<file path="src/rtl/clock_mode_pkg.sv">
// constants shared by the core clock mode selector
// assumes a single fast sampling clock and an apb register port
package clock_mode_pkg;
   // apb geometry
   localparam int ADDR_W = 12;
   localparam int DATA_W = 32;
   // register byte offsets
   localparam logic [ADDR_W-1:0] OFS_CONFIG = 12'h000;
   localparam logic [ADDR_W-1:0] OFS_RESTART = 12'h004;
   localparam logic [ADDR_W-1:0] OFS_STATUS = 12'h008;
   localparam logic [ADDR_W-1:0] OFS_PERIOD = 12'h00C;
   // reset configuration latch layout
   localparam int CFG_W = 8;
   localparam int SEL_MSB = 7;
   localparam int SEL_LSB = 5;
   localparam logic [CFG_W-1:0] CFG_RESET = 8'hFF;
   // restart control register layout
   localparam int RESTART_HI_LSB = 8;
   localparam int RESTART_LOAD_BIT = 0;
   localparam logic [CFG_W-1:0] RESTART_RESET = 8'hFF;
   // clock mode select codes
   localparam logic [2:0] SEL_X4 = 3'h7;
   localparam logic [2:0] SEL_X3 = 3'h6;
   localparam logic [2:0] SEL_X2 = 3'h5;
   localparam logic [2:0] SEL_X5 = 3'h4;
   localparam logic [2:0] SEL_DIRECT = 3'h3;
   localparam logic [2:0] SEL_X1P5 = 3'h2;
   localparam logic [2:0] SEL_PRESCALE = 3'h1;
   localparam logic [2:0] SEL_X2P5 = 3'h0;
   // half-cycles per oscillator period, twice the factor
   localparam logic [3:0] HALVES_X4 = 4'h8;
   localparam logic [3:0] HALVES_X3 = 4'h6;
   localparam logic [3:0] HALVES_X2 = 4'h4;
   localparam logic [3:0] HALVES_X5 = 4'hA;
   localparam logic [3:0] HALVES_X1P5 = 4'h3;
   localparam logic [3:0] HALVES_X2P5 = 4'h5;
   // strap capture waits for the pin synchroniser to fill
   localparam logic [1:0] STRAP_DELAY = 2'h3;
   // measurement and synthesis widths
   localparam int PERIOD_W = 16;
   localparam int ACC_W = 20;
   // clock source kinds
   typedef enum logic [1:0] {
      SRC_PRESCALE = 2'b00,
      SRC_DIRECT = 2'b01,
      SRC_PLL = 2'b11
   } clk_src_t;
endpackage

</file>
<file path="src/rtl/cpu_clock_mode_select.sv">
// core clock mode selector: strap latch, software reload and core clock synthesis
// assumes clk samples the oscillator pin many times per oscillator period
// What this block does
// the core clock carries actions on both edges, one edge to edge span being a half-cycle.
// the generation mechanism is picked by latch bits 7 down to 5.
// after a long hardware reset the latch holds the upper port0 pin levels.
// software may reload the latch from the upper byte of the restart control register.
// the select code maps to x4, x3, x2, x5, direct, x1.5, half and x2.5.
// code 001 halves the oscillator, each core phase lasting one oscillator period.
// multiplying codes run the loop at F times and resync it every F oscillator transitions, F rounded up.
// loop resync and tracking move the core clock gradually, never abruptly.
// code 011 stops the loop and lets the core clock follow the oscillator level.
// in direct drive two neighbouring half-cycles always add up to one oscillator period.
// the selected mode and a half-cycle phase marker are presented to downstream logic.
//
// The placing of the registers and register access over APB were left to the implementer.
`timescale 1ns/1ps
`default_nettype none
module cpu_clock_mode_select
   import clock_mode_pkg::*;
(
   input wire logic clk,
   input wire logic reset,
   input wire logic [clock_mode_pkg::ADDR_W-1:0] paddr,
   input wire logic psel,
   input wire logic penable,
   input wire logic pwrite,
   input wire logic [clock_mode_pkg::DATA_W-1:0] pwdata,
   input wire logic [3:0] pstrb,
   output logic [clock_mode_pkg::DATA_W-1:0] prdata,
   output logic pready,
   output logic pslverr,
   input wire logic osc_in,
   input wire logic [clock_mode_pkg::CFG_W-1:0] port0_upper_pins,
   output logic core_clk,
   output logic core_rise,
   output logic core_fall,
   output logic half_phase,
   output logic [2:0] clock_mode_select,
   output logic pll_enable,
   output logic pll_locked
);
   import clock_mode_pkg::*;

   typedef struct packed {
      logic [CFG_W-1:0] pin_s1;
      logic [CFG_W-1:0] pin_s2;
      logic osc_s1;
      logic osc_s2;
      logic osc_d;
      logic [1:0] boot_cnt;
      logic [CFG_W-1:0] config_latch;
      logic [CFG_W-1:0] restart_hi;
      logic [PERIOD_W-1:0] period_cnt;
      logic [PERIOD_W-1:0] period_est;
      logic [ACC_W-1:0] acc;
      logic [3:0] trans_cnt;
      logic locked;
      logic core_clk;
      logic core_rise;
      logic core_fall;
      logic half_phase;
      logic [DATA_W-1:0] prdata;
      logic pready;
      logic pslverr;
      logic pll_en;
   } state_t;

   state_t st_ff;
   state_t nxt_st;

   // source kind for a select code
   function automatic clk_src_t src_of(input logic [2:0] sel);
      if (sel == SEL_PRESCALE)
      begin
         return SRC_PRESCALE;
      end
      else if (sel == SEL_DIRECT)
      begin
         return SRC_DIRECT;
      end
      return SRC_PLL;
   endfunction

   // half-cycles per oscillator period for a multiplying code
   function automatic logic [3:0] halves_of(input logic [2:0] sel);
      logic [3:0] h;
      h = HALVES_X4;
      case (sel)
         SEL_X3: h = HALVES_X3;
         SEL_X2: h = HALVES_X2;
         SEL_X5: h = HALVES_X5;
         SEL_X1P5: h = HALVES_X1P5;
         SEL_X2P5: h = HALVES_X2P5;
         default: h = HALVES_X4;
      endcase
      return h;
   endfunction

   logic [2:0] sel;
   clk_src_t src;
   logic [3:0] halves;
   logic [3:0] resync_at;
   logic osc_rise;
   logic osc_edge;
   logic toggle;
   logic [PERIOD_W-1:0] measured;
   logic [ACC_W:0] sum;
   logic [ACC_W:0] pulled;
   logic bus_setup;
   logic bus_write;

   // next state of the whole block
   always_comb
   begin
      nxt_st = st_ff;
      toggle = 1'b0;
      measured = '0;
      sum = '0;
      pulled = '0;
      nxt_st.core_rise = 1'b0;
      nxt_st.core_fall = 1'b0;

      // two-flop synchronisers for the pins
      nxt_st.pin_s1 = port0_upper_pins;
      nxt_st.pin_s2 = st_ff.pin_s1;
      nxt_st.osc_s1 = osc_in;
      nxt_st.osc_s2 = st_ff.osc_s1;
      nxt_st.osc_d = st_ff.osc_s2;
      osc_rise = st_ff.osc_s2 & ~st_ff.osc_d;
      osc_edge = st_ff.osc_s2 ^ st_ff.osc_d;

      // strap capture once the synchroniser holds settled pins
      if (st_ff.boot_cnt != STRAP_DELAY)
      begin
         nxt_st.boot_cnt = st_ff.boot_cnt + 2'h1;
         if (st_ff.boot_cnt == STRAP_DELAY - 2'h1)
         begin
            nxt_st.config_latch = st_ff.pin_s2;
         end
      end

      // mode decode from the latch field
      sel = st_ff.config_latch[SEL_MSB:SEL_LSB];
      src = src_of(sel);
      halves = halves_of(sel);
      resync_at = (halves + 4'h1) >> 1;

      // oscillator period measured in sampling clocks
      if (osc_rise)
      begin
         measured = st_ff.period_cnt + 16'h0001;
         nxt_st.period_cnt = '0;
         if (st_ff.period_est == '0)
         begin
            nxt_st.period_est = measured;
         end
         else if (measured > st_ff.period_est)
         begin
            nxt_st.period_est = st_ff.period_est + 16'h0001;
         end
         else if (measured < st_ff.period_est)
         begin
            nxt_st.period_est = st_ff.period_est - 16'h0001;
         end
         nxt_st.locked = (src == SRC_PLL) && (measured == st_ff.period_est);
      end
      else if (st_ff.period_cnt != '1)
      begin
         nxt_st.period_cnt = st_ff.period_cnt + 16'h0001;
      end

      // core clock generation per source
      case (src)
         SRC_PRESCALE:
         begin
            // one core phase per oscillator period
            toggle = osc_rise;
            nxt_st.acc = '0;
            nxt_st.trans_cnt = '0;
            nxt_st.locked = 1'b0;
         end
         SRC_DIRECT:
         begin
            // core level tracks the oscillator level
            toggle = st_ff.osc_s2 != st_ff.core_clk;
            nxt_st.acc = '0;
            nxt_st.trans_cnt = '0;
            nxt_st.locked = 1'b0;
         end
         default:
         begin
            // digital loop: halves toggles per estimated period
            if (st_ff.period_est != '0)
            begin
               sum = {1'b0, st_ff.acc} + {{(ACC_W-3){1'b0}}, halves};
               if (sum >= {{(ACC_W-PERIOD_W+1){1'b0}}, st_ff.period_est})
               begin
                  sum = sum - {{(ACC_W-PERIOD_W+1){1'b0}}, st_ff.period_est};
                  toggle = 1'b1;
               end
               nxt_st.acc = sum[ACC_W-1:0];
            end
            // resync every F oscillator transitions, F rounded up, pulling phase by half
            if (osc_edge)
            begin
               if (st_ff.trans_cnt + 4'h1 >= resync_at)
               begin
                  nxt_st.trans_cnt = '0;
                  // pull the phase halfway to the nearer toggle point, no rate loss
                  if (sum >= {{(ACC_W-PERIOD_W+2){1'b0}}, st_ff.period_est[PERIOD_W-1:1]})
                  begin
                     pulled = sum + {{(ACC_W-PERIOD_W+1){1'b0}}, st_ff.period_est};
                     nxt_st.acc = pulled[ACC_W:1];
                  end
                  else
                  begin
                     nxt_st.acc = sum[ACC_W:1];
                  end
               end
               else
               begin
                  nxt_st.trans_cnt = st_ff.trans_cnt + 4'h1;
               end
            end
         end
      endcase

      // edge markers for both-edge sequencing
      if (toggle)
      begin
         nxt_st.core_clk = ~st_ff.core_clk;
         nxt_st.core_rise = ~st_ff.core_clk;
         nxt_st.core_fall = st_ff.core_clk;
         nxt_st.half_phase = ~st_ff.half_phase;
      end

      // apb slave, answer in the first access cycle
      bus_setup = psel & ~penable;
      bus_write = psel & penable & pwrite & st_ff.pready;
      nxt_st.pready = bus_setup;
      if (bus_setup)
      begin
         nxt_st.prdata = '0;
         nxt_st.pslverr = 1'b0;
         if (paddr == OFS_CONFIG)
         begin
            nxt_st.prdata[CFG_W-1:0] = st_ff.config_latch;
         end
         else if (paddr == OFS_RESTART)
         begin
            nxt_st.prdata[RESTART_HI_LSB+CFG_W-1:RESTART_HI_LSB] = st_ff.restart_hi;
         end
         else if (paddr == OFS_STATUS)
         begin
            nxt_st.prdata[2:0] = sel;
            nxt_st.prdata[3] = st_ff.core_clk;
            nxt_st.prdata[4] = st_ff.half_phase;
            nxt_st.prdata[5] = (src == SRC_PLL);
            nxt_st.prdata[6] = st_ff.locked;
         end
         else if (paddr == OFS_PERIOD)
         begin
            nxt_st.prdata[PERIOD_W-1:0] = st_ff.period_est;
         end
         else
         begin
            nxt_st.pslverr = 1'b1;
         end
      end
      else if (psel & penable & st_ff.pready)
      begin
         nxt_st.prdata = '0;
         nxt_st.pslverr = 1'b0;
      end

      // restart control write and software reload of the latch
      if (bus_write && paddr == OFS_RESTART)
      begin
         if (pstrb[1])
         begin
            nxt_st.restart_hi = pwdata[RESTART_HI_LSB+CFG_W-1:RESTART_HI_LSB];
         end
         if (pstrb[0] && pwdata[RESTART_LOAD_BIT])
         begin
            nxt_st.config_latch = pstrb[1]
               ? pwdata[RESTART_HI_LSB+CFG_W-1:RESTART_HI_LSB]
               : st_ff.restart_hi;
         end
      end

      // loop enable follows the latch value of the coming cycle
      nxt_st.pll_en = nxt_st.config_latch[SEL_MSB:SEL_LSB] != SEL_DIRECT
         && nxt_st.config_latch[SEL_MSB:SEL_LSB] != SEL_PRESCALE;
   end

   // state register
   always_ff @(posedge clk or posedge reset)
   begin
      if (reset)
      begin
         st_ff <= '0;
         st_ff.config_latch <= CFG_RESET;
         st_ff.restart_hi <= RESTART_RESET;
         st_ff.pll_en <= 1'b1;
      end
      else
      begin
         st_ff <= nxt_st;
      end
   end

   // outputs straight from the state flops
   assign prdata = st_ff.prdata;
   assign pready = st_ff.pready;
   assign pslverr = st_ff.pslverr;
   assign core_clk = st_ff.core_clk;
   assign core_rise = st_ff.core_rise;
   assign core_fall = st_ff.core_fall;
   assign half_phase = st_ff.half_phase;
   assign clock_mode_select = st_ff.config_latch[SEL_MSB:SEL_LSB];
   assign pll_enable = st_ff.pll_en;
   assign pll_locked = st_ff.locked;
endmodule
`default_nettype wire

</file>
<file path="config.mk">
export PLATFORM = sky130hd
export DESIGN_NAME = cpu_clock_mode_select
export DESIGN_NICKNAME = d
export VERILOG_FILES = /design/src/rtl/clock_mode_pkg.sv /design/src/rtl/cpu_clock_mode_select.sv
export SDC_FILE = /design/constraint.sdc
export NUM_CORES = 1
export LEC_CHECK = 0
export BUFFER_PORTS_ARGS = -buffer_cell sky130_fd_sc_hd__buf_4
export CORE_AREA = 2 2 144 146
export CTS_CLUSTER_SIZE = 16
export DETAILED_ROUTE_END_ITERATION = 8
export DIE_AREA = 0 0 146 148
export PLACE_DENSITY = 0.79
export SKIP_CTS_REPAIR_TIMING = 1
export SLEW_MARGIN = 0
export SYNTH_ARGS = -nofsm -noshare
export SYNTH_HDL_FRONTEND = slang
export SYNTH_SLANG_ARGS = --single-unit
</file>
<file path="constraint.sdc">
create_clock -name clk -period 7.35 [get_ports clk]
set_clock_uncertainty 0.2 [all_clocks]
set_input_delay 0.3675 -clock clk [delete_from_list [all_inputs] [get_ports clk]]
set_output_delay 0.3675 -clock clk [all_outputs]
set_load 0.02 [all_outputs]
</file>
==> reports/summary.txt, run 1 <==
Placer Congestion: 0.930
Setup WS pre-CTS: 0.177 ns
Area added between synthesis and finish: 17.7%
Setup_tns: 0 ns
Worst skew pair latency: 0.43 ns
Critical path's slowest cell: dfstp_2
RSZ-0062 raised after global routing: true
Worst path required time: 7.47 ns
Placed insts: 1455
Setup CP Type: flip-flop to flip-flop
Drt pass-1 iters: 6
Synth warnings: 0
Vias: 9131
Hold Path Origin: psel
Commonest non-fill, non-tap cell in the layout: buf_4
Worst slew margin: 30.9%
Asr flop ratio synth: 100%
Synth cell types: 86
Core box area: 0.0200 mm2
Final worst slack: 0.305 ns
Remaining DRCs: 0
Post-Route WL: 27900 um
First-pass GRT wire length: 43800 um
Met3 WL post-DR: 1950 um
WL met1: 11700 um
TritonCTS Buffers: 17
Seq/Total Area, Yosys: 30.1%
Worst R2R Start: clock_mode_select[1]
I/O pin count: 105
CP Launch Type: flip-flop
Final hold viol count: 0
Number of synthesized flops with an enable pin: 0
CTS tree: done
Diodes inserted: 0
Aggregate global-route resource usage: 25.1%
Fin nets: 1376
Clk slew on worst S/H paths: 0.07 ns
H-tree levels: 4
Die Height: 148 um
Actual slew at the worst max-slew pin: 1.03 ns
Crit path from: clock_mode_select[1]
Min-Delay Path Class: primary input to flip-flop
Commonest non-fill, non-tap cells in the layout: buf_4 (113), dfrtp_1 (100), a21oi_1 (97)
Layout cells sized above 1: 19.2%
Final HPWL DP: 19800 um
Die area: 0.0216 mm2
Main synth FF type: dfrtp_1
Largest net degree at the start of global routing: 61
Max Fanout on Critical Path: 6
Vias in the first global route: 8677
Initial Utilization: 48.9%
DR top layer: met4
Mapped Cells: 1144
Port bufs: 63
Antenna-violating nets left: 0
Crit-path max cell delay: 0.59 ns
Syn avg cell area: 8.57 um2
# setup viols final: 0
Run status: completed
Num rows: 52
Clock sink count: 117
Initial detailed-routing violation count: 640
Register bit total from synthesis: 117
Die X-Extent: 146 um
Avg Vias per Cell: 6.03
Slew Viols, Final: 0
Crit end category: flip-flop
Final worst path period share: 95.9%
Non-Filler Instances: 1514
Arrival time worst endpoint: 7.16 ns
Max Root-Sink Buffers: 2
Layout Utilization: 57.6%
CTS Root Cell: clkbuf_16
Initial antenna violation count: 0
DR WL/cell: 18.4 um
Syn Std Cell Area: 0.00980 mm2
GRT overflow: 0
Peak Freq: 0.142 GHz
Fin crit period: 7.05 ns
MaxCap Viol Count: 0
Met2 WL post-DR: 13200 um
-- layer usage --
metal	GRT usage, %	vias up
li1	-	4307
met1	33.3	4393
met2	40.1	349
met3	5.09	82
met4	10.8	0
met5	0	-
-- kinds of logic after synthesis --
| kind of cell | count (synthesis) | share of synthesized area (%) |
|---|---|---|
| AOI/OAI and AO/OA | 343 | 23.0 |
| and+or+nand+nor | 326 | 16.9 |
| buffers and inverters | 149 | 7.29 |
| DFF | 117 | 30.1 |
| adders and majority gates | 88 | 11.3 |
| xor gates and xnor gates | 86 | 7.68 |
| muxes | 34 | 3.66 |
| other | 1 | 0.0383 |
-- stage by stage --
| step | hold slack (ns) | area [um2] |
|---|---|---|
| after detailed placement | 0.135 | 10600 |
| after CTS | -0.167 | 11100 |
| after floorplan | 0.131 | 9860 |
| after global placement | 0.131 | 10600 |
| after global routing | 0.0757 | 11500 |
| final | 0.0776 | 11500 |
-- final timing paths --
check / end / slack [ns] / cells after the start
max: st_ff[63] / 0.30 / 28
min: pready / 0.08 / 2
max reg2reg: st_ff[63] / 0.30 / 28
min reg2reg: st_ff[118] / 0.15 / 0
max in group asynchronous: st_ff[60] / 5.27 / 4
min in group asynchronous: nxt_st[115] / 0.43 / 3
-- critical path: cells and delay by family, from the launching register on --
kind,cells,cell delay (ns)
buf+inv,2,0.37
compound gates,12,2.51
fa+ha+maj,3,0.88
flops,1,0.59
xor+xnor,2,0.38
simple gates,9,1.98
-- final cells by class --
type                       instances  area, um2
inverter                          68        258
fill                            1724       8500
tap                              270        338
timing repair buffer             132       1040
clock buffer                      17        425
sequential                       117       2950
clock inverter                    15        151
multi-input combinational        895       6380
-- state kept, by name, indices dropped and copies added (netlist names) --
name	count
clock_mode_select	3
core_clk	1
core_fall	1
core_rise	1
half_phase	1
nxt_st	10
pll_enable	1
pll_locked	1
prdata	16
pready	1
pslverr	1
st_ff	80
-- Yosys cell counts (14+ instances only) --
library cell	instances	share of area, %
a211oi_1	40	3.1
a21o_1	20	1.5
a21oi_1	99	5.1
a22oi_1	15	1.1
and3_1	14	0.89
buf_4	35	2.7
clkbuf_1	39	1.5
dfrtp_1	100	26
dfstp_2	17	4.6
ha_1	81	10
inv_1	68	2.6
mux2_2	15	1.7
mux2i_1	19	1.9
nand2_1	90	3.4
nand3_1	26	1.3
nand4_1	14	0.89
nor2_1	73	2.8
nor2b_1	19	1.2
nor3_1	18	0.92
nor4_1	14	0.89
o21ai_0	72	3.7
xnor2_1	60	5.4
xor2_1	26	2.3
Power of run 1 is not shown: default switching activity piles up to over one toggle a cycle in this logic, so the estimate is an artifact.
==> run 2, diff against run 1 <==
==> constraint.sdc (replaced) <==
create_clock -name clk -period 6.3 [get_ports clk]
set_clock_uncertainty 0.2 [all_clocks]
set_input_delay 0.315 -clock clk [delete_from_list [all_inputs] [get_ports clk]]
set_output_delay 0.315 -clock clk [all_outputs]
set_load 0.02 [all_outputs]
==> reports/summary.txt, run 2 (same netlist as run 1, synthesis figures left out) <==
CP Launch Type: flip-flop (unchanged)
Antenna-violating nets left: 0 (unchanged)
Max reg flops: 80 (unchanged)
# setup viols final: 20 (was 0)
Post-Route WL: 32300 um (was 27900 um)
WL met1: 12500 um (was 11700 um)
Remaining DRCs: 0 (unchanged)
Hold Path Origin: psel (unchanged)
Initial antenna violation count: 0 (unchanged)
Vias in the first global route: 9384 (was 8677)
H-tree levels: 4 (unchanged)
Setup WS pre-CTS: -0.349 ns (was 0.177 ns)
Fin crit period: 6.89 ns (was 7.05 ns)
TritonCTS Buffers: 17 (unchanged)
GRT overflow: 0 (unchanged)
CP most frequent cell: nand2_1
MaxCap Viol Count: 0 (unchanged)
Run status: finished with violations (was completed)
Final worst slack: -0.589 ns (was 0.305 ns)
Largest net degree at the start of global routing: 67 (was 61)
Peak Freq: 0.145 GHz (was 0.142 GHz)
Aggregate global-route resource usage: 27.3% (was 25.1%)
Fin nets: 1475 (was 1376)
Vias: 9922 (was 9131)
Worst skew pair latency: 0.43 ns (about the same)
Die Height: 148 um (unchanged)
Port bufs: 63 (unchanged)
Crit end category: flip-flop (unchanged)
CTS Root Cell: clkbuf_16 (unchanged)
Final HPWL DP: 21600 um (was 19800 um)
Avg Vias per Cell: 6.15 (was 6.03)
Final hold viol count: 0 (unchanged)
Die X-Extent: 146 um (unchanged)
Met3 WL post-DR: 2560 um (was 1950 um)
Commonest non-fill, non-tap cell in the layout: buf_4 (unchanged)
Commonest non-fill, non-tap cells in the layout: buf_4 (208), dfrtp_1 (99), a21oi_1 (89) (was buf_4 (113), dfrtp_1 (100), a21oi_1 (97))
Slew Viols, Final: 0 (unchanged)
Max Root-Sink Buffers: 2 (unchanged)
Crit path from: clock_mode_select[0] (was clock_mode_select[1])
Worst R2R Start: clock_mode_select[0] (was clock_mode_select[1])
RSZ-0062 raised after global routing: true (unchanged)
First-pass GRT wire length: 47100 um (was 43800 um)
Worst slew margin: 38.0% (was 30.9%)
Diodes inserted: 0 (unchanged)
Most flops, register: st_ff (unchanged)
CTS tree: done (unchanged)
Initial Utilization: 48.9% (unchanged)
Layout Utilization: 63.7% (was 57.6%)
Worst path required time: 6.44 ns (was 7.47 ns)
Core box area: 0.0200 mm2 (unchanged)
Drt pass-1 iters: 7 (was 6)
Initial detailed-routing violation count: 934 (was 640)
Die area: 0.0216 mm2 (unchanged)
Crit-path max cell delay: 0.68 ns (was 0.59 ns)
Arrival time worst endpoint: 7.03 ns (was 7.16 ns)
Clk slew on worst S/H paths: 0.07 ns (about the same)
Critical path's slowest cell: or4_4 (was dfstp_2)
Placer Congestion: 0.912 (was 0.930)
DR WL/cell: 20.0 um (was 18.4 um)
Setup CP Type: flip-flop to flip-flop (unchanged)
I/O pin count: 105 (unchanged)
Num rows: 52 (unchanged)
DR top layer: met4 (unchanged)
Clock sink count: 117 (unchanged)
Area added between synthesis and finish: 30.2% (was 17.7%)
Layout cells sized above 1: 29.2% (was 19.2%)
Max Fanout on Critical Path: 8 (was 6)
Met2 WL post-DR: 15700 um (was 13200 um)
Min-Delay Path Class: primary input to flip-flop (unchanged)
Violated checks: setup timing
Actual slew at the worst max-slew pin: 0.928 ns (was 1.03 ns)
Final worst path period share: 109% (was 95.9%)
[run 2: cell count changes in the layout (fill, tap and decap cells not counted), moves of 7 or more]
cell / previous run / this run
buf_4: 113 / 208
ha_1: 80 / 73
a21oi_2: 2 / 10
a21oi_1: 97 / 89
[run 2: per-stage QoR]
stage | hold slack (ns) | area [um2] | std cells | setup TNS [ns]
final | 0.0274 | 12800 | 1613 | -9.13
after global routing | 0.0336 | 12800 | 1613 | -14.42
after floorplan | 0.131 | 10100 | 1159 | -2.34
after detailed placement | 0.136 | 11400 | 1545 | -5.66
after CTS | -0.219 | 12100 | 1577 | -6.39
after global placement | 0.132 | 11400 | 1545 | -3.01
[run 2: layer usage]
layer | vias up | global-route usage [%]
met3 | 141 | 5.03
met1 | 4750 | 33.7
met5 | - | 0
met4 | 0 | 13.2
met2 | 542 | 46.2
li1 | 4489 | -
[run 2: critical path, delay by kind of cell, from the launching register on]
family,cells,cell delay [ns]
compound gates,11,1.66
xor+xnor,2,0.31
fa+ha+maj,4,1.05
buf+inv,3,0.44
flops,1,0.61
simple gates,11,2.48
[run 2: area by class of cell]
type	instances	area, um2
Clock inverter	15	206
Inverter	68	258
Multi-Input combinational cell	896	6780
Tap cell	270	338
Fill cell	1570	7280
Timing Repair Buffer	230	1800
Clock buffer	17	425
Sequential cell	117	2950
[run 2: final timing paths]
kind,slack [ns],to,cells after the start
worst min register to register,0.15,nxt_st[114],0
max in group asynchronous,4.20,st_ff[80],4
worst min-delay path,0.03,pready,2
worst max-delay path,-0.59,st_ff[57],31
worst max register to register,-0.59,st_ff[57],31
min in group asynchronous,0.33,prdata[1],3
Power of run 2 is left out for the same reason.
